--- src/include/pvp_pkg.sv ---
// package for the parallel video port: modes, states, field positions, reset values
// assumes one system clock domain; the port sample clock is sampled, not used as a clock
//
// Functional notes
// one sample clock input, three frame sync lines, sixteen data lines
// port sample clock must stay at or below half the system clock rate
// each frame sync line is an input or a driven output, per mode
// general-purpose modes move up to sixteen-bit words, receive or transmit
// ITU-R 656 modes move 8- or 10-bit samples, receive or transmit
// embedded line and field preambles are decoded from incoming samples
// input submode treats every frame sync and data line as input
// frame capture drives frame syncs while data lines are received
// output submode drives data lines and up to three frame syncs
// input submode starts sampling from the first frame sync line
// wait sync_to_data_delay port clocks after sync before reading data
// capture exactly sample_count samples per frame sync, then stop
// data width is 8 bits or any of 10 to 16 bits
// frame capture drives sync one as horizontal, sync two as vertical
// three ITU submodes, exactly one selected at a time
// active video only drops EAV-to-SAV samples and vertical blanking samples
// active video only never forwards preamble words
// after locking to field one, ignore samples until an SAV code
// active video only transfers sample_count lines per frame
// vertical blanking only forwards blanking-interval samples alone
// entire field forwards every sample right after locking to field one
// captured words held stable on a valid/ready handshake until accepted
package pvp_pkg;

  // ----------------------------------------------------------------
  // widths
  // ----------------------------------------------------------------
  localparam int DATA_W = 16;
  localparam int FS_N = 3;
  localparam int ITU_W = 10;
  localparam int CNT_W = 16;
  localparam int POS_W = 18;
  localparam int PIN_W = FS_N + DATA_W;

  // ----------------------------------------------------------------
  // width codes: 0 is 8 bits, code n is 9+n bits
  // ----------------------------------------------------------------
  localparam logic [2:0] WIDTH_CODE_8 = 3'h0;
  localparam logic [4:0] WIDTH_BASE = 5'h09;
  localparam logic [15:0] MASK_8 = 16'h00ff;

  // ----------------------------------------------------------------
  // preamble words and XY bit positions (within the upper 8 bits)
  // ----------------------------------------------------------------
  localparam logic [7:0] PRE_ONES = 8'hff;
  localparam logic [7:0] PRE_ZERO = 8'h00;
  localparam int XY_F_BIT = 6;
  localparam int XY_V_BIT = 5;
  localparam int XY_H_BIT = 4;

  // ----------------------------------------------------------------
  // reset values
  // ----------------------------------------------------------------
  localparam logic [15:0] DATA_RST = 16'h0000;
  localparam logic [2:0] FS_RST = 3'h0;
  localparam logic [15:0] CNT_RST = 16'h0000;
  localparam logic [17:0] POS_RST = 18'h00000;
  localparam logic [9:0] ITU_RST = 10'h000;
  localparam logic [3:0] KILL_ALL = 4'hf;
  localparam logic [3:0] KILL_NONE = 4'h0;

  // ----------------------------------------------------------------
  // frame sync enables per mode
  // ----------------------------------------------------------------
  localparam logic [2:0] FS_OE_NONE = 3'h0;
  localparam logic [2:0] FS_OE_ONE = 3'h1;
  localparam logic [2:0] FS_OE_TWO = 3'h3;
  localparam logic [2:0] FS_OE_ALL = 3'h7;

  // port clock must give at least this many system clocks per period
  localparam int PCLK_MIN_DIV = 2;

  typedef enum logic [2:0] {
    MODE_GP_INPUT = 3'h0,
    MODE_GP_FRAME = 3'h1,
    MODE_GP_OUTPUT = 3'h2,
    MODE_ITU_ACTIVE = 3'h4,
    MODE_ITU_VBLANK = 3'h5,
    MODE_ITU_FIELD = 3'h6,
    MODE_ITU_TX = 3'h7
  } pvp_mode_t;

  typedef enum logic [1:0] {
    ST_WAIT = 2'b00,
    ST_DELAY = 2'b01,
    ST_MOVE = 2'b11
  } pvp_state_t;

endpackage

--- src/include/pvp_itu_if.sv ---
// carrier between the port core and the preamble decoder
// assumes both ends run on the same system clock
interface pvp_itu_if;
  import pvp_pkg::*;
  logic [ITU_W-1:0] smp;
  logic smp_stb;
  logic [ITU_W-1:0] word;
  logic word_stb;
  logic word_pre;
  logic code_stb;
  logic fld;
  logic vbl;
  logic hrz;
  modport dec (input smp, smp_stb, output word, word_stb, word_pre, code_stb, fld, vbl, hrz);
  modport core (output smp, smp_stb, input word, word_stb, word_pre, code_stb, fld, vbl, hrz);
endinterface

--- src/core/pvp_port.sv ---
// parallel video port core: general-purpose and ITU-R 656 capture and transmit
// assumes the port sample clock is at most half of CLOCK; pins are resolved by the
// surrounding pad logic from the *_OE outputs
module pvp_port import pvp_pkg::*;
(
  // system
  input wire logic CLOCK,
  input wire logic RST_B,
  // port pins
  input wire logic PORT_SAMPLE_CLOCK,
  input wire logic [FS_N-1:0] FRAME_SYNC_IN,
  output logic [FS_N-1:0] FRAME_SYNC_OUT,
  output logic [FS_N-1:0] FRAME_SYNC_OE,
  input wire logic [DATA_W-1:0] DATA_IN,
  output logic [DATA_W-1:0] DATA_OUT,
  output logic [DATA_W-1:0] DATA_OE,
  // port control
  input wire logic PORT_ENABLE,
  input wire logic [2:0] PORT_MODE,
  input wire logic [2:0] DATA_WIDTH,
  input wire logic [1:0] FRAME_SYNC_COUNT,
  input wire logic [CNT_W-1:0] SYNC_TO_DATA_DELAY,
  input wire logic [CNT_W-1:0] SAMPLE_COUNT,
  input wire logic [CNT_W-1:0] LINE_BLANK,
  input wire logic [CNT_W-1:0] LINES_PER_FRAME,
  // memory side, receive
  output logic [DATA_W-1:0] RX_DATA,
  output logic RX_VALID,
  input wire logic RX_READY,
  // memory side, transmit
  input wire logic [DATA_W-1:0] TX_DATA,
  input wire logic TX_VALID,
  output logic TX_READY,
  // status
  output logic BUSY,
  output logic FIELD_LOCKED,
  output logic XFER_ERROR
);

  // ----------------------------------------------------------------
  // pin synchronisers and edge detection
  // ----------------------------------------------------------------
  logic pclk_s;
  logic [PIN_W-1:0] pin_s;
  logic pclk_d_r;
  logic pedge;
  logic [FS_N-1:0] fs_in;
  logic [DATA_W-1:0] din;

  pvp_sync2 #(.W(1)) u_sync_clk
  (
    .clk(CLOCK),
    .rst_b(RST_B),
    .d(PORT_SAMPLE_CLOCK),
    .q(pclk_s)
  );

  // same latency as the clock path, so data aligns with the edge
  pvp_sync2 #(.W(PIN_W)) u_sync_pins
  (
    .clk(CLOCK),
    .rst_b(RST_B),
    .d({FRAME_SYNC_IN, DATA_IN}),
    .q(pin_s)
  );

  assign fs_in = pin_s[PIN_W-1:DATA_W];
  assign din = pin_s[DATA_W-1:0];

  always_ff @(posedge CLOCK or negedge RST_B)
  begin
    if (!RST_B)
      pclk_d_r <= 1'b0;
    else
      pclk_d_r <= pclk_s;
  end

  // edges are only seen up to half of CLOCK
  assign pedge = pclk_s && !pclk_d_r;

  // ----------------------------------------------------------------
  // mode decode
  // ----------------------------------------------------------------
  pvp_mode_t mode;
  logic en, is_itu, gp_rx, gp_tx, gen_sync, itu_rx, itu_tx;
  logic [DATA_W-1:0] wmask;
  logic [4:0] wbits;

  assign mode = pvp_mode_t'(PORT_MODE);
  assign en = PORT_ENABLE;
  assign is_itu = PORT_MODE[2];
  assign gp_rx = mode == MODE_GP_INPUT || mode == MODE_GP_FRAME;
  assign gp_tx = mode == MODE_GP_OUTPUT;
  assign gen_sync = mode == MODE_GP_FRAME || mode == MODE_GP_OUTPUT;
  assign itu_rx = is_itu && mode != MODE_ITU_TX;
  assign itu_tx = mode == MODE_ITU_TX;
  assign wbits = WIDTH_BASE + {2'b00, DATA_WIDTH};
  assign wmask = (DATA_WIDTH == WIDTH_CODE_8) ? MASK_8 : ~(16'hffff << wbits);

  // ----------------------------------------------------------------
  // line and frame timing for generated frame syncs
  // ----------------------------------------------------------------
  logic [POS_W-1:0] lpos_r;
  logic [CNT_W-1:0] line_r;
  logic [POS_W-1:0] line_last;
  logic line_end, line_start;
  logic field_r;

  assign line_last = {2'b00, SYNC_TO_DATA_DELAY} + {2'b00, SAMPLE_COUNT} + {2'b00, LINE_BLANK};
  assign line_end = lpos_r == line_last;
  assign line_start = lpos_r == POS_RST;

  always_ff @(posedge CLOCK or negedge RST_B)
  begin
    if (!RST_B)
    begin
      lpos_r <= POS_RST;
      line_r <= CNT_RST;
      field_r <= 1'b0;
    end
    else if (!en || !gen_sync)
    begin
      lpos_r <= POS_RST;
      line_r <= CNT_RST;
      field_r <= 1'b0;
    end
    else if (pedge)
    begin
      lpos_r <= line_end ? POS_RST : lpos_r + 18'h00001;
      if (line_end)
      begin
        if (line_r + 16'h0001 >= LINES_PER_FRAME)
        begin
          line_r <= CNT_RST;
          field_r <= !field_r;
        end
        else
          line_r <= line_r + 16'h0001;
      end
    end
  end

  // ----------------------------------------------------------------
  // frame sync and data drivers
  // ----------------------------------------------------------------
  logic [FS_N-1:0] fs_out_r, fs_oe_r;
  logic [DATA_W-1:0] data_oe_r;

  always_ff @(posedge CLOCK or negedge RST_B)
  begin
    if (!RST_B)
      fs_out_r <= FS_RST;
    else if (!en || !gen_sync)
      fs_out_r <= FS_RST;
    else if (pedge)
    begin
      fs_out_r[0] <= line_start;
      fs_out_r[1] <= line_start && line_r == CNT_RST;
      fs_out_r[2] <= field_r;
    end
  end

  always_ff @(posedge CLOCK or negedge RST_B)
  begin
    if (!RST_B)
    begin
      fs_oe_r <= FS_OE_NONE;
      data_oe_r <= DATA_RST;
    end
    else
    begin
      if (en && mode == MODE_GP_FRAME)
        fs_oe_r <= FS_OE_TWO;
      else if (en && gp_tx)
        unique case (FRAME_SYNC_COUNT)
          2'h2: fs_oe_r <= FS_OE_TWO;
          2'h3: fs_oe_r <= FS_OE_ALL;
          default: fs_oe_r <= FS_OE_ONE;
        endcase
      else
        fs_oe_r <= FS_OE_NONE;
      data_oe_r <= (en && (gp_tx || itu_tx)) ? wmask : DATA_RST;
    end
  end

  // ----------------------------------------------------------------
  // general-purpose sequencer
  // ----------------------------------------------------------------
  pvp_state_t state_r;
  logic [CNT_W-1:0] cnt_r;
  logic fs1_d_r;
  logic sync_ev;

  always_ff @(posedge CLOCK or negedge RST_B)
  begin
    if (!RST_B)
      fs1_d_r <= 1'b0;
    else if (pedge)
      fs1_d_r <= fs_in[0];
  end

  // input mode follows the peripheral, others the line timer
  assign sync_ev = pedge && (gen_sync ? line_start : (fs_in[0] && !fs1_d_r));

  always_ff @(posedge CLOCK or negedge RST_B)
  begin
    if (!RST_B)
    begin
      state_r <= ST_WAIT;
      cnt_r <= CNT_RST;
    end
    else if (!en || is_itu)
    begin
      state_r <= ST_WAIT;
      cnt_r <= CNT_RST;
    end
    else if (pedge)
    begin
      unique case (state_r)
        ST_WAIT:
        begin
          cnt_r <= CNT_RST;
          if (sync_ev && SAMPLE_COUNT != CNT_RST)
          begin
            if (SYNC_TO_DATA_DELAY == CNT_RST)
              state_r <= ST_MOVE;
            else
            begin
              state_r <= ST_DELAY;
              cnt_r <= SYNC_TO_DATA_DELAY;
            end
          end
        end
        ST_DELAY:
        begin
          cnt_r <= cnt_r - 16'h0001;
          if (cnt_r == 16'h0001)
          begin
            state_r <= ST_MOVE;
            cnt_r <= CNT_RST;
          end
        end
        ST_MOVE:
        begin
          cnt_r <= cnt_r + 16'h0001;
          if (cnt_r + 16'h0001 >= SAMPLE_COUNT)
            state_r <= ST_WAIT;
        end
        default:
          state_r <= ST_WAIT;
      endcase
    end
  end

  logic gp_cap, gp_drive;
  assign gp_cap = pedge && state_r == ST_MOVE && gp_rx;
  assign gp_drive = pedge && state_r == ST_MOVE && gp_tx;

  // ----------------------------------------------------------------
  // ITU-R 656 receive path
  // ----------------------------------------------------------------
  pvp_itu_if itu ();

  assign itu.smp = (DATA_WIDTH == WIDTH_CODE_8) ? {din[7:0], 2'b00} : din[ITU_W-1:0];
  assign itu.smp_stb = pedge && en && itu_rx;

  pvp_itu_decode u_decode
  (
    .clk(CLOCK),
    .rst_b(RST_B),
    .itu(itu.dec)
  );

  logic locked_r, f_prev_r, act_r, vbl_r, line_ok_r;
  logic [CNT_W-1:0] lines_r, lines_now;
  logic field_one, sav_code;

  assign field_one = itu.code_stb && !itu.fld && f_prev_r;
  assign sav_code = itu.code_stb && !itu.hrz && !itu.vbl;
  assign lines_now = field_one ? CNT_RST : lines_r;

  always_ff @(posedge CLOCK or negedge RST_B)
  begin
    if (!RST_B)
    begin
      locked_r <= 1'b0;
      f_prev_r <= 1'b0;
      act_r <= 1'b0;
      vbl_r <= 1'b0;
      line_ok_r <= 1'b0;
      lines_r <= CNT_RST;
    end
    else if (!en || !itu_rx)
    begin
      locked_r <= 1'b0;
      f_prev_r <= 1'b0;
      act_r <= 1'b0;
      vbl_r <= 1'b0;
      line_ok_r <= 1'b0;
      lines_r <= CNT_RST;
    end
    else if (itu.code_stb)
    begin
      f_prev_r <= itu.fld;
      vbl_r <= itu.vbl;
      // act_r only rises on SAV, so samples before it are ignored
      act_r <= !itu.hrz && !itu.vbl;
      if (field_one)
      begin
        locked_r <= 1'b1;
        lines_r <= CNT_RST;
      end
      if (sav_code)
      begin
        line_ok_r <= lines_now < SAMPLE_COUNT;
        if (lines_now < SAMPLE_COUNT)
          lines_r <= lines_now + 16'h0001;
      end
    end
  end

  logic itu_fwd;

  always_comb
  begin
    itu_fwd = 1'b0;
    if (itu.word_stb && locked_r)
      unique case (mode)
        MODE_ITU_ACTIVE: itu_fwd = act_r && line_ok_r && !itu.word_pre;
        MODE_ITU_VBLANK: itu_fwd = vbl_r && !itu.word_pre;
        MODE_ITU_FIELD: itu_fwd = 1'b1;
        default: itu_fwd = 1'b0;
      endcase
  end

  // ----------------------------------------------------------------
  // receive holding register toward memory
  // ----------------------------------------------------------------
  logic [DATA_W-1:0] rx_data_r, rx_src;
  logic rx_valid_r, push, overrun;

  assign rx_src = gp_cap ? (din & wmask)
                : (DATA_WIDTH == WIDTH_CODE_8) ? {8'h00, itu.word[9:2]} : {6'h00, itu.word};
  assign push = gp_cap || itu_fwd;
  // a held word is never overwritten; the newcomer is lost instead
  assign overrun = push && rx_valid_r && !RX_READY;

  always_ff @(posedge CLOCK or negedge RST_B)
  begin
    if (!RST_B)
    begin
      rx_data_r <= DATA_RST;
      rx_valid_r <= 1'b0;
    end
    else if (push && (!rx_valid_r || RX_READY))
    begin
      rx_data_r <= rx_src;
      rx_valid_r <= 1'b1;
    end
    else if (RX_READY || !en)
      rx_valid_r <= 1'b0;
  end

  // ----------------------------------------------------------------
  // transmit holding register and data driver
  // ----------------------------------------------------------------
  logic [DATA_W-1:0] tx_data_r, data_out_r;
  logic tx_full_r, drive, underrun;

  assign TX_READY = en && (gp_tx || itu_tx) && !tx_full_r;
  assign drive = gp_drive || (pedge && en && itu_tx);
  assign underrun = drive && !tx_full_r;

  always_ff @(posedge CLOCK or negedge RST_B)
  begin
    if (!RST_B)
    begin
      tx_data_r <= DATA_RST;
      tx_full_r <= 1'b0;
    end
    else if (TX_VALID && TX_READY)
    begin
      tx_data_r <= TX_DATA;
      tx_full_r <= 1'b1;
    end
    else if (drive || !en)
      tx_full_r <= 1'b0;
  end

  // on underrun the last word stays on the pins
  always_ff @(posedge CLOCK or negedge RST_B)
  begin
    if (!RST_B)
      data_out_r <= DATA_RST;
    else if (drive && tx_full_r)
      data_out_r <= tx_data_r & wmask;
  end

  // ----------------------------------------------------------------
  // status
  // ----------------------------------------------------------------
  logic err_r;

  // a new error wins over the clear by disable
  always_ff @(posedge CLOCK or negedge RST_B)
  begin
    if (!RST_B)
      err_r <= 1'b0;
    else if (overrun || underrun)
      err_r <= 1'b1;
    else if (!en)
      err_r <= 1'b0;
  end

  assign FRAME_SYNC_OUT = fs_out_r;
  assign FRAME_SYNC_OE = fs_oe_r;
  assign DATA_OUT = data_out_r;
  assign DATA_OE = data_oe_r;
  assign RX_DATA = rx_data_r;
  assign RX_VALID = rx_valid_r;
  assign BUSY = state_r != ST_WAIT;
  assign FIELD_LOCKED = locked_r;
  assign XFER_ERROR = err_r;

endmodule

--- src/core/pvp_sync2.sv ---
// two-flop synchroniser for a bundle of pin levels
// assumes each bit is a slow level; bits are not coherent with each other
module pvp_sync2 import pvp_pkg::*;
#(
  parameter int W = 1
)
(
  // system
  input wire logic clk,
  input wire logic rst_b,
  // levels
  input wire logic [W-1:0] d,
  output logic [W-1:0] q
);

  logic [W-1:0] meta_r;

  always_ff @(posedge clk or negedge rst_b)
  begin
    if (!rst_b)
    begin
      meta_r <= '0;
      q <= '0;
    end
    else
    begin
      meta_r <= d;
      q <= meta_r;
    end
  end

endmodule

--- src/core/pvp_itu_decode.sv ---
// ITU-R 656 preamble decoder: delays samples by three and flags preamble words
// assumes one smp_stb per port clock edge; compares the upper 8 of 10 bits
module pvp_itu_decode import pvp_pkg::*;
(
  // system
  input wire logic clk,
  input wire logic rst_b,
  // samples in, words out
  pvp_itu_if.dec itu
);

  logic [ITU_W-1:0] d0_r, d1_r, d2_r, d3_r;
  logic [3:0] kill_r;
  logic hit;
  logic word_stb_r, code_stb_r, fld_r, vbl_r, hrz_r;

  // the delay lets the FF 00 00 words be marked before they leave
  assign hit = itu.smp_stb && d2_r[9:2] == PRE_ONES && d1_r[9:2] == PRE_ZERO
               && d0_r[9:2] == PRE_ZERO;

  always_ff @(posedge clk or negedge rst_b)
  begin
    if (!rst_b)
    begin
      d0_r <= ITU_RST;
      d1_r <= ITU_RST;
      d2_r <= ITU_RST;
      d3_r <= ITU_RST;
      kill_r <= KILL_NONE;
    end
    else if (itu.smp_stb)
    begin
      d0_r <= itu.smp;
      d1_r <= d0_r;
      d2_r <= d1_r;
      d3_r <= d2_r;
      kill_r <= hit ? KILL_ALL : {kill_r[2:0], 1'b0};
    end
  end

  always_ff @(posedge clk or negedge rst_b)
  begin
    if (!rst_b)
    begin
      word_stb_r <= 1'b0;
      code_stb_r <= 1'b0;
      fld_r <= 1'b0;
      vbl_r <= 1'b0;
      hrz_r <= 1'b0;
    end
    else
    begin
      word_stb_r <= itu.smp_stb;
      code_stb_r <= hit;
      if (hit)
      begin
        fld_r <= itu.smp[2 + XY_F_BIT];
        vbl_r <= itu.smp[2 + XY_V_BIT];
        hrz_r <= itu.smp[2 + XY_H_BIT];
      end
    end
  end

  assign itu.word = d3_r;
  assign itu.word_pre = kill_r[3];
  assign itu.word_stb = word_stb_r;
  assign itu.code_stb = code_stb_r;
  assign itu.fld = fld_r;
  assign itu.vbl = vbl_r;
  assign itu.hrz = hrz_r;

endmodule

--- config.mk ---
export PLATFORM = sky130hd
export DESIGN_NAME = pvp_port
export DESIGN_NICKNAME = d
export VERILOG_FILES = /design/src/include/pvp_pkg.sv /design/src/include/pvp_itu_if.sv /design/src/core/pvp_port.sv /design/src/core/pvp_sync2.sv /design/src/core/pvp_itu_decode.sv
export SDC_FILE = /design/constraint.sdc
export NUM_CORES = 1
export LEC_CHECK = 0
export BUFFER_PORTS_ARGS = -buffer_cell sky130_fd_sc_hd__buf_2
export CORE_MARGIN = 2
export CORE_UTILIZATION = 40
export DETAILED_ROUTE_END_ITERATION = 10
export GPL_ROUTABILITY_DRIVEN = 0
export GPL_TIMING_DRIVEN = 0
export SLEW_MARGIN = 20
export SYNTH_ARGS = -nofsm -noshare
export SYNTH_HDL_FRONTEND = slang
export SYNTH_HIERARCHICAL = 1
export SYNTH_SLANG_ARGS = --single-unit
--- constraint.sdc ---
create_clock -name CLOCK -period 3.6 [get_ports CLOCK]
set_clock_uncertainty 0.1 [all_clocks]
set_input_delay 0.54 -clock CLOCK [delete_from_list [all_inputs] [get_ports CLOCK]]
set_output_delay 0.54 -clock CLOCK [all_outputs]
set_load 0.005 [all_outputs]
# After elaboration in Yosys (flattened, before gate mapping)
# Index checks and enable logic that the tools add are counted.
word_totals:
  register_bits: 234
  inputBits: 113
  output_inout_bits: 59
classes:
  addsub: 8
  magnitude_cmp: 3
  eq_ne: 18
  n_shift: 1
  mux: 61
  bitwise_logic: 3
  reduce_logical: 85
op_table:
  columns: ["op", "count"]
  rows:
  - ["$mux 16", 17]
  - ["$mux 18", 3]
  - ["$add 16x1->16 const B", 3]
  - ["$pmux 16 s3", 1]
  - ["$logic_and 1x1->1", 34]
  - ["$and 16x16->16", 2]
  - ["$ge 16x16->1", 2]
  - ["$logic_not 16->1", 2]
  - ["$mux 1", 24]
  - ["$mux 10", 2]
  - ["$reduce_bool 2->1", 10]
  - ["$add 17x16->18", 1]
  - ["$add 18x1->18 const B", 1]
  - ["$eq 18x18->1", 1]
  - ["$logic_not 18->1", 1]
  - ["$add 16x16->17", 1]
  - ["$eq 16x1->1 const B", 1]
  - ["$logic_not 8->1", 2]
  - ["$lt 16x16->1", 1]
  - ["$not 16->16", 1]
  - ["$reduce_bool 16->1", 1]
  - ["$shl 16x5->16 const A", 1]
  - ["$sub 16x1->16 const B", 1]
  - ["$logic_not 1->1", 13]
  - ["22 further kinds", 53]

# Logic depth before layout (Yosys ltp)
depth:
  depth_word: 9
  ltp_mapped: 18
  depth_no_buf: 16

# Modules after synthesis
# The synthesis kept the hierarchy.
modules_own_cells:
  columns: ["module", "n_inst", "cells_per_inst", "area_each_um2"]
  rows:
  - ["pvp_port", 1, 1228, 10515.1]
  - ["pvp_itu_decode", 1, 119, 1850.5]
  - ["pvp_sync2 (u_sync_pins)", 1, 38, 950.9]
  - ["pvp_sync2 (u_sync_clk)", 1, 2, 50.0]

# Worst setup path before layout
# No wires, ideal clock.
synth_timing:
  path_kind: "input to register"
  startpoint: "in SYNC_TO_DATA_DELAY[1]"
  endpoint: "reg field_r"
  setup_ns: 0.083
  arrival_time_ns: 3.969
  path_slack_ns: -0.551
  path_stages: 13
  path_buffers: 1
  cell_sequence: "fa_1 ha_1 inv_1 fa_1 xor2_1 nand3_1 or4_1 nor4b_2 nand4_1 or4_1 buf_2 or4_1 o21ai_0"
synth_via:
  elab_chain_cells: 5
synth_rtl:
  columns: ["element", "line", "source"]
  rows:
  - ["start, declared", "pvp_port.sv:22", "input wire logic [CNT_W-1:0] SYNC_TO_DATA_DELAY,"]
  - ["$add 16x16->17", "pvp_port.sv:109", "assign line_last = {2'b00, SYNC_TO_DATA_DELAY} + {2'b00, SAMPLE_COUNT} + {2'b00, LINE_BLANK};"]
  - ["$add 17x16->18", "pvp_port.sv:109", null]
  - ["$eq 18x18->1", "pvp_port.sv:110", "assign line_end = lpos_r == line_last;"]
  - ["$reduce_bool 2->1 (no line)", null, null]
  - ["$reduce_and 3->1 (no line)", null, null]
  - ["end signal, assigned", "pvp_port.sv:135", "field_r <= !field_r;"]
  - ["end, declared", "pvp_port.sv:107", "logic field_r;"]
# No other way between the ends.
# A chain may end at the register's enable or synchronous reset.

# Worst setup path in the final report
layout_timing:
  startpoint: "in SYNC_TO_DATA_DELAY[2]"
  endpoint: "reg field_r"
# The elaborated chain is that of the path after synthesis.

==> results.txt <==
Status = complete, but fails checks
Violations in the final reports = negative setup slack
Io pins = 172
Cell internal pwr = 5.26 mW
DRC viols = 0
Multi-input gate area = 7120 µm²
Global-route wire length before repair = 56600 µm
Post-Syn Area = 13300 µm²
Switch share = 27.4%
Layout filler cell count = 3083
Crit Path Class = in2reg
Final min period = 3.77 ns
Worst Path Max Fanout = 5
M3 GR Usage = 2.80%
TritonCTS Buffers = 28
HPWL after detailed placement = 27500 µm
CP delay by family, top = simple AND/OR/NAND/NOR gates
Hold_ws = 0.0761 ns
Clock latency at the later pin of the worst-skew pair = 0.57 ns
Initial DRC count = 625
CP endpoint kind = flop
Req. time, crit path = 4.00 ns
Vias per inst = 5.30
DIE WIDTH = 186 µm
Min-Delay Path Class = in2reg
GRT met1 Usage = 28.7%
Power per standard cell area = 442 nW/µm²
Area Overhead vs Synth = 23.4%
Busiest layer in global routing = met2
Lkg Pwr = 7.82 nW
RSZ-0062 raised after global routing = yes
Grt ovf = 0
I/O Buffers = 166
Initial antenna violation count = 2
Num rows = 66
Die height = 186 µm
Critical Path AT = 4.16 ns
Register Area = 5840 µm²
Seq pwr share = 41.7%
CTS root buf = clkbuf_16
Slew @ Worst Pin = 0.680 ns
Met2 Use GR = 33.6%
Synth Instances = 1383
Clock tree sinks = 233
Antenna viol nets, final = 0
Worst vdd ir = 389 µV
Clock network power share = 40.5%
Slew Viols, Final = 0
Rel. slew slack = 54.7%
Total global-route track usage = 20.7%
Core Area = 32600 µm²
Buf/Inv on CP = 2
Final worst-path cycle share = 105%
Worst path cell trace = buf_2 > fa_1 > inv_1 > fa_2 > xnor2_2 > o21ai_1 > or4_4 > nor4b_4 > nand4_1 > or4_4 > or4_1 > o21ai_1
Vias in the first global route = 10800
Pre-Repair DR Iteration Count = 5
Yosys warning count = 6
Share of post-route cells with drive strength above 1 = 22.3%
Synthesized netlist net count = 1588
Maximum level of the CTS H-tree = 1
Largest net degree at the start of global routing = 73
Count of final setup violators = 33
Psw = 1.98 mW
Combinational share of power = 17.7%
Final WL = 36200 µm
Final WS setup = -0.166 ns
Vias post-DR = 11100
Tot Pwr = 7.24 mW
Die area = 34600 µm²
Slowest CP cell = or4_4
Worst Setup Start Kind = input port
Wire per inst = 17.4 µm
Max-cap check violation count = 0
CTS tree = built
Final hold viol count = 0
Placed cell areas = 14800 µm²
Initial cell density of the core = 40.7%
Final nets = 1827
Clock slew at reported path FFs = 0.06 ns
Avg Synthesized Cell Area = 9.59 µm²
Crit path largest cell delay = 0.59 ns
Final instance area = 16400 µm²
Clk buf depth = 3
Maximum clock frequency = 266 MHz
## layout by cell type (no fill, tap or decap), types with 19 or more instances in the layout
master	instances
dfrtp_1	227
nand2_1	172
buf_2	166
ha_1	73
nor2_1	71
o21ai_0	68
inv_1	67
a21oi_1	66
mux2_2	65
nand3_1	63
clkbuf_1	56
xnor2_1	53
xor2_1	33
nor3_1	32
clkbuf_16	28
a21o_1	23
buf_4	23
nor4_1	22
and2_1	20
and3_1	19
dlygate4sd3_1	19
## routing by layer
| metal | share of wire [%] | wire length (µm) | up-vias |
|---|---|---|---|
| met4 | 3.1 | 1120 | 0 |
| li1 | - | - | 5298 |
| met3 | 5.3 | 1910 | 64 |
| met5 | 0 | 0 | - |
| met2 | 47 | 16900 | 314 |
| met1 | 45 | 16300 | 5385 |
## power groups by stage
stage	logic (mW)	registers, mW	clock network (mW)
finish	1.28	3.02	2.93
CTS	1.27	3.02	3.00
detailed placement	1.21	3.07	0
floorplan	0.817	3.00	0
global route	1.42	3.05	3.10
global placement	1.17	3.06	0
## tightest hold or removal path: stages
cell     delay, ns
buf_2         0.07
nand2_1       0.03
o21ai_0       0.06
## sequential cells by signal, indices dropped and copies added (netlist names), 2 cells and up
signal and cells:
FRAME_SYNC_OE 3, state_r 2, DATA_OE 15, lines_r 16
FRAME_SYNC_OUT 3, u_decode/d2_r 10, lpos_r 18, u_decode/kill_r 4
u_sync_pins/meta_r 17, u_decode/itu.word 10, u_sync_pins/q 17, RX_DATA 16
DATA_OUT 16, u_decode/d1_r 10, u_decode/d0_r 10, line_r 16
tx_data_r 16, cnt_r 16
## cell type report
cell class                 count  share of cell area [%]
multi-input combinational   1013                    43.5
clock inverter                12                    1.17
antenna                        1                  0.0153
buffer                        62                    1.60
timing repair buffer         215                    8.31
inverter                      69                    1.58
tap                          442                    3.38
clock buffer                  40                    4.80
sequential                   233                    35.7
## worst paths after layout
check	from	to	slack, ns	depth (start not counted)
min in group asynchronous	RST_B	line_r[14]	0.36	2
min	TX_DATA[11]	tx_data_r[11]	0.08	3
max	SYNC_TO_DATA_DELAY[2]	field_r	-0.17	12
max in group asynchronous	RST_B	tx_data_r[7]	2.00	4
max reg2reg	line_r[3]	line_r[7]	0.10	17
min reg2reg	u_sync_pins/meta_r[5]	u_sync_pins/q[5]	0.25	0
## timing repair
item / 4_1_cts / 5_1_grt
setup buffers: 13 / 12
hold buffers: 19 / 0
pin swaps: 25 / 8
hold endpoints to repair: 54 / 0
gates cloned: 1 / 0
resized for setup: 42 / 38
setup endpoints to repair: 48 / 37
## stage by stage
stage               std cells  worst slack, ns  utilization, %  TNS [ns]
detailed placement       1995            -1.12            45.3    -38.17
CTS                      2077           -0.105            49.6    -0.682
global placement         1991            -2.34            45.0   -572.24
global route             2087           -0.228            50.2     -5.79
finish                   2087           -0.166            50.2     -2.47
floorplan                1383           -0.493               -    -10.40
Power figures use the tool's default switching activity.
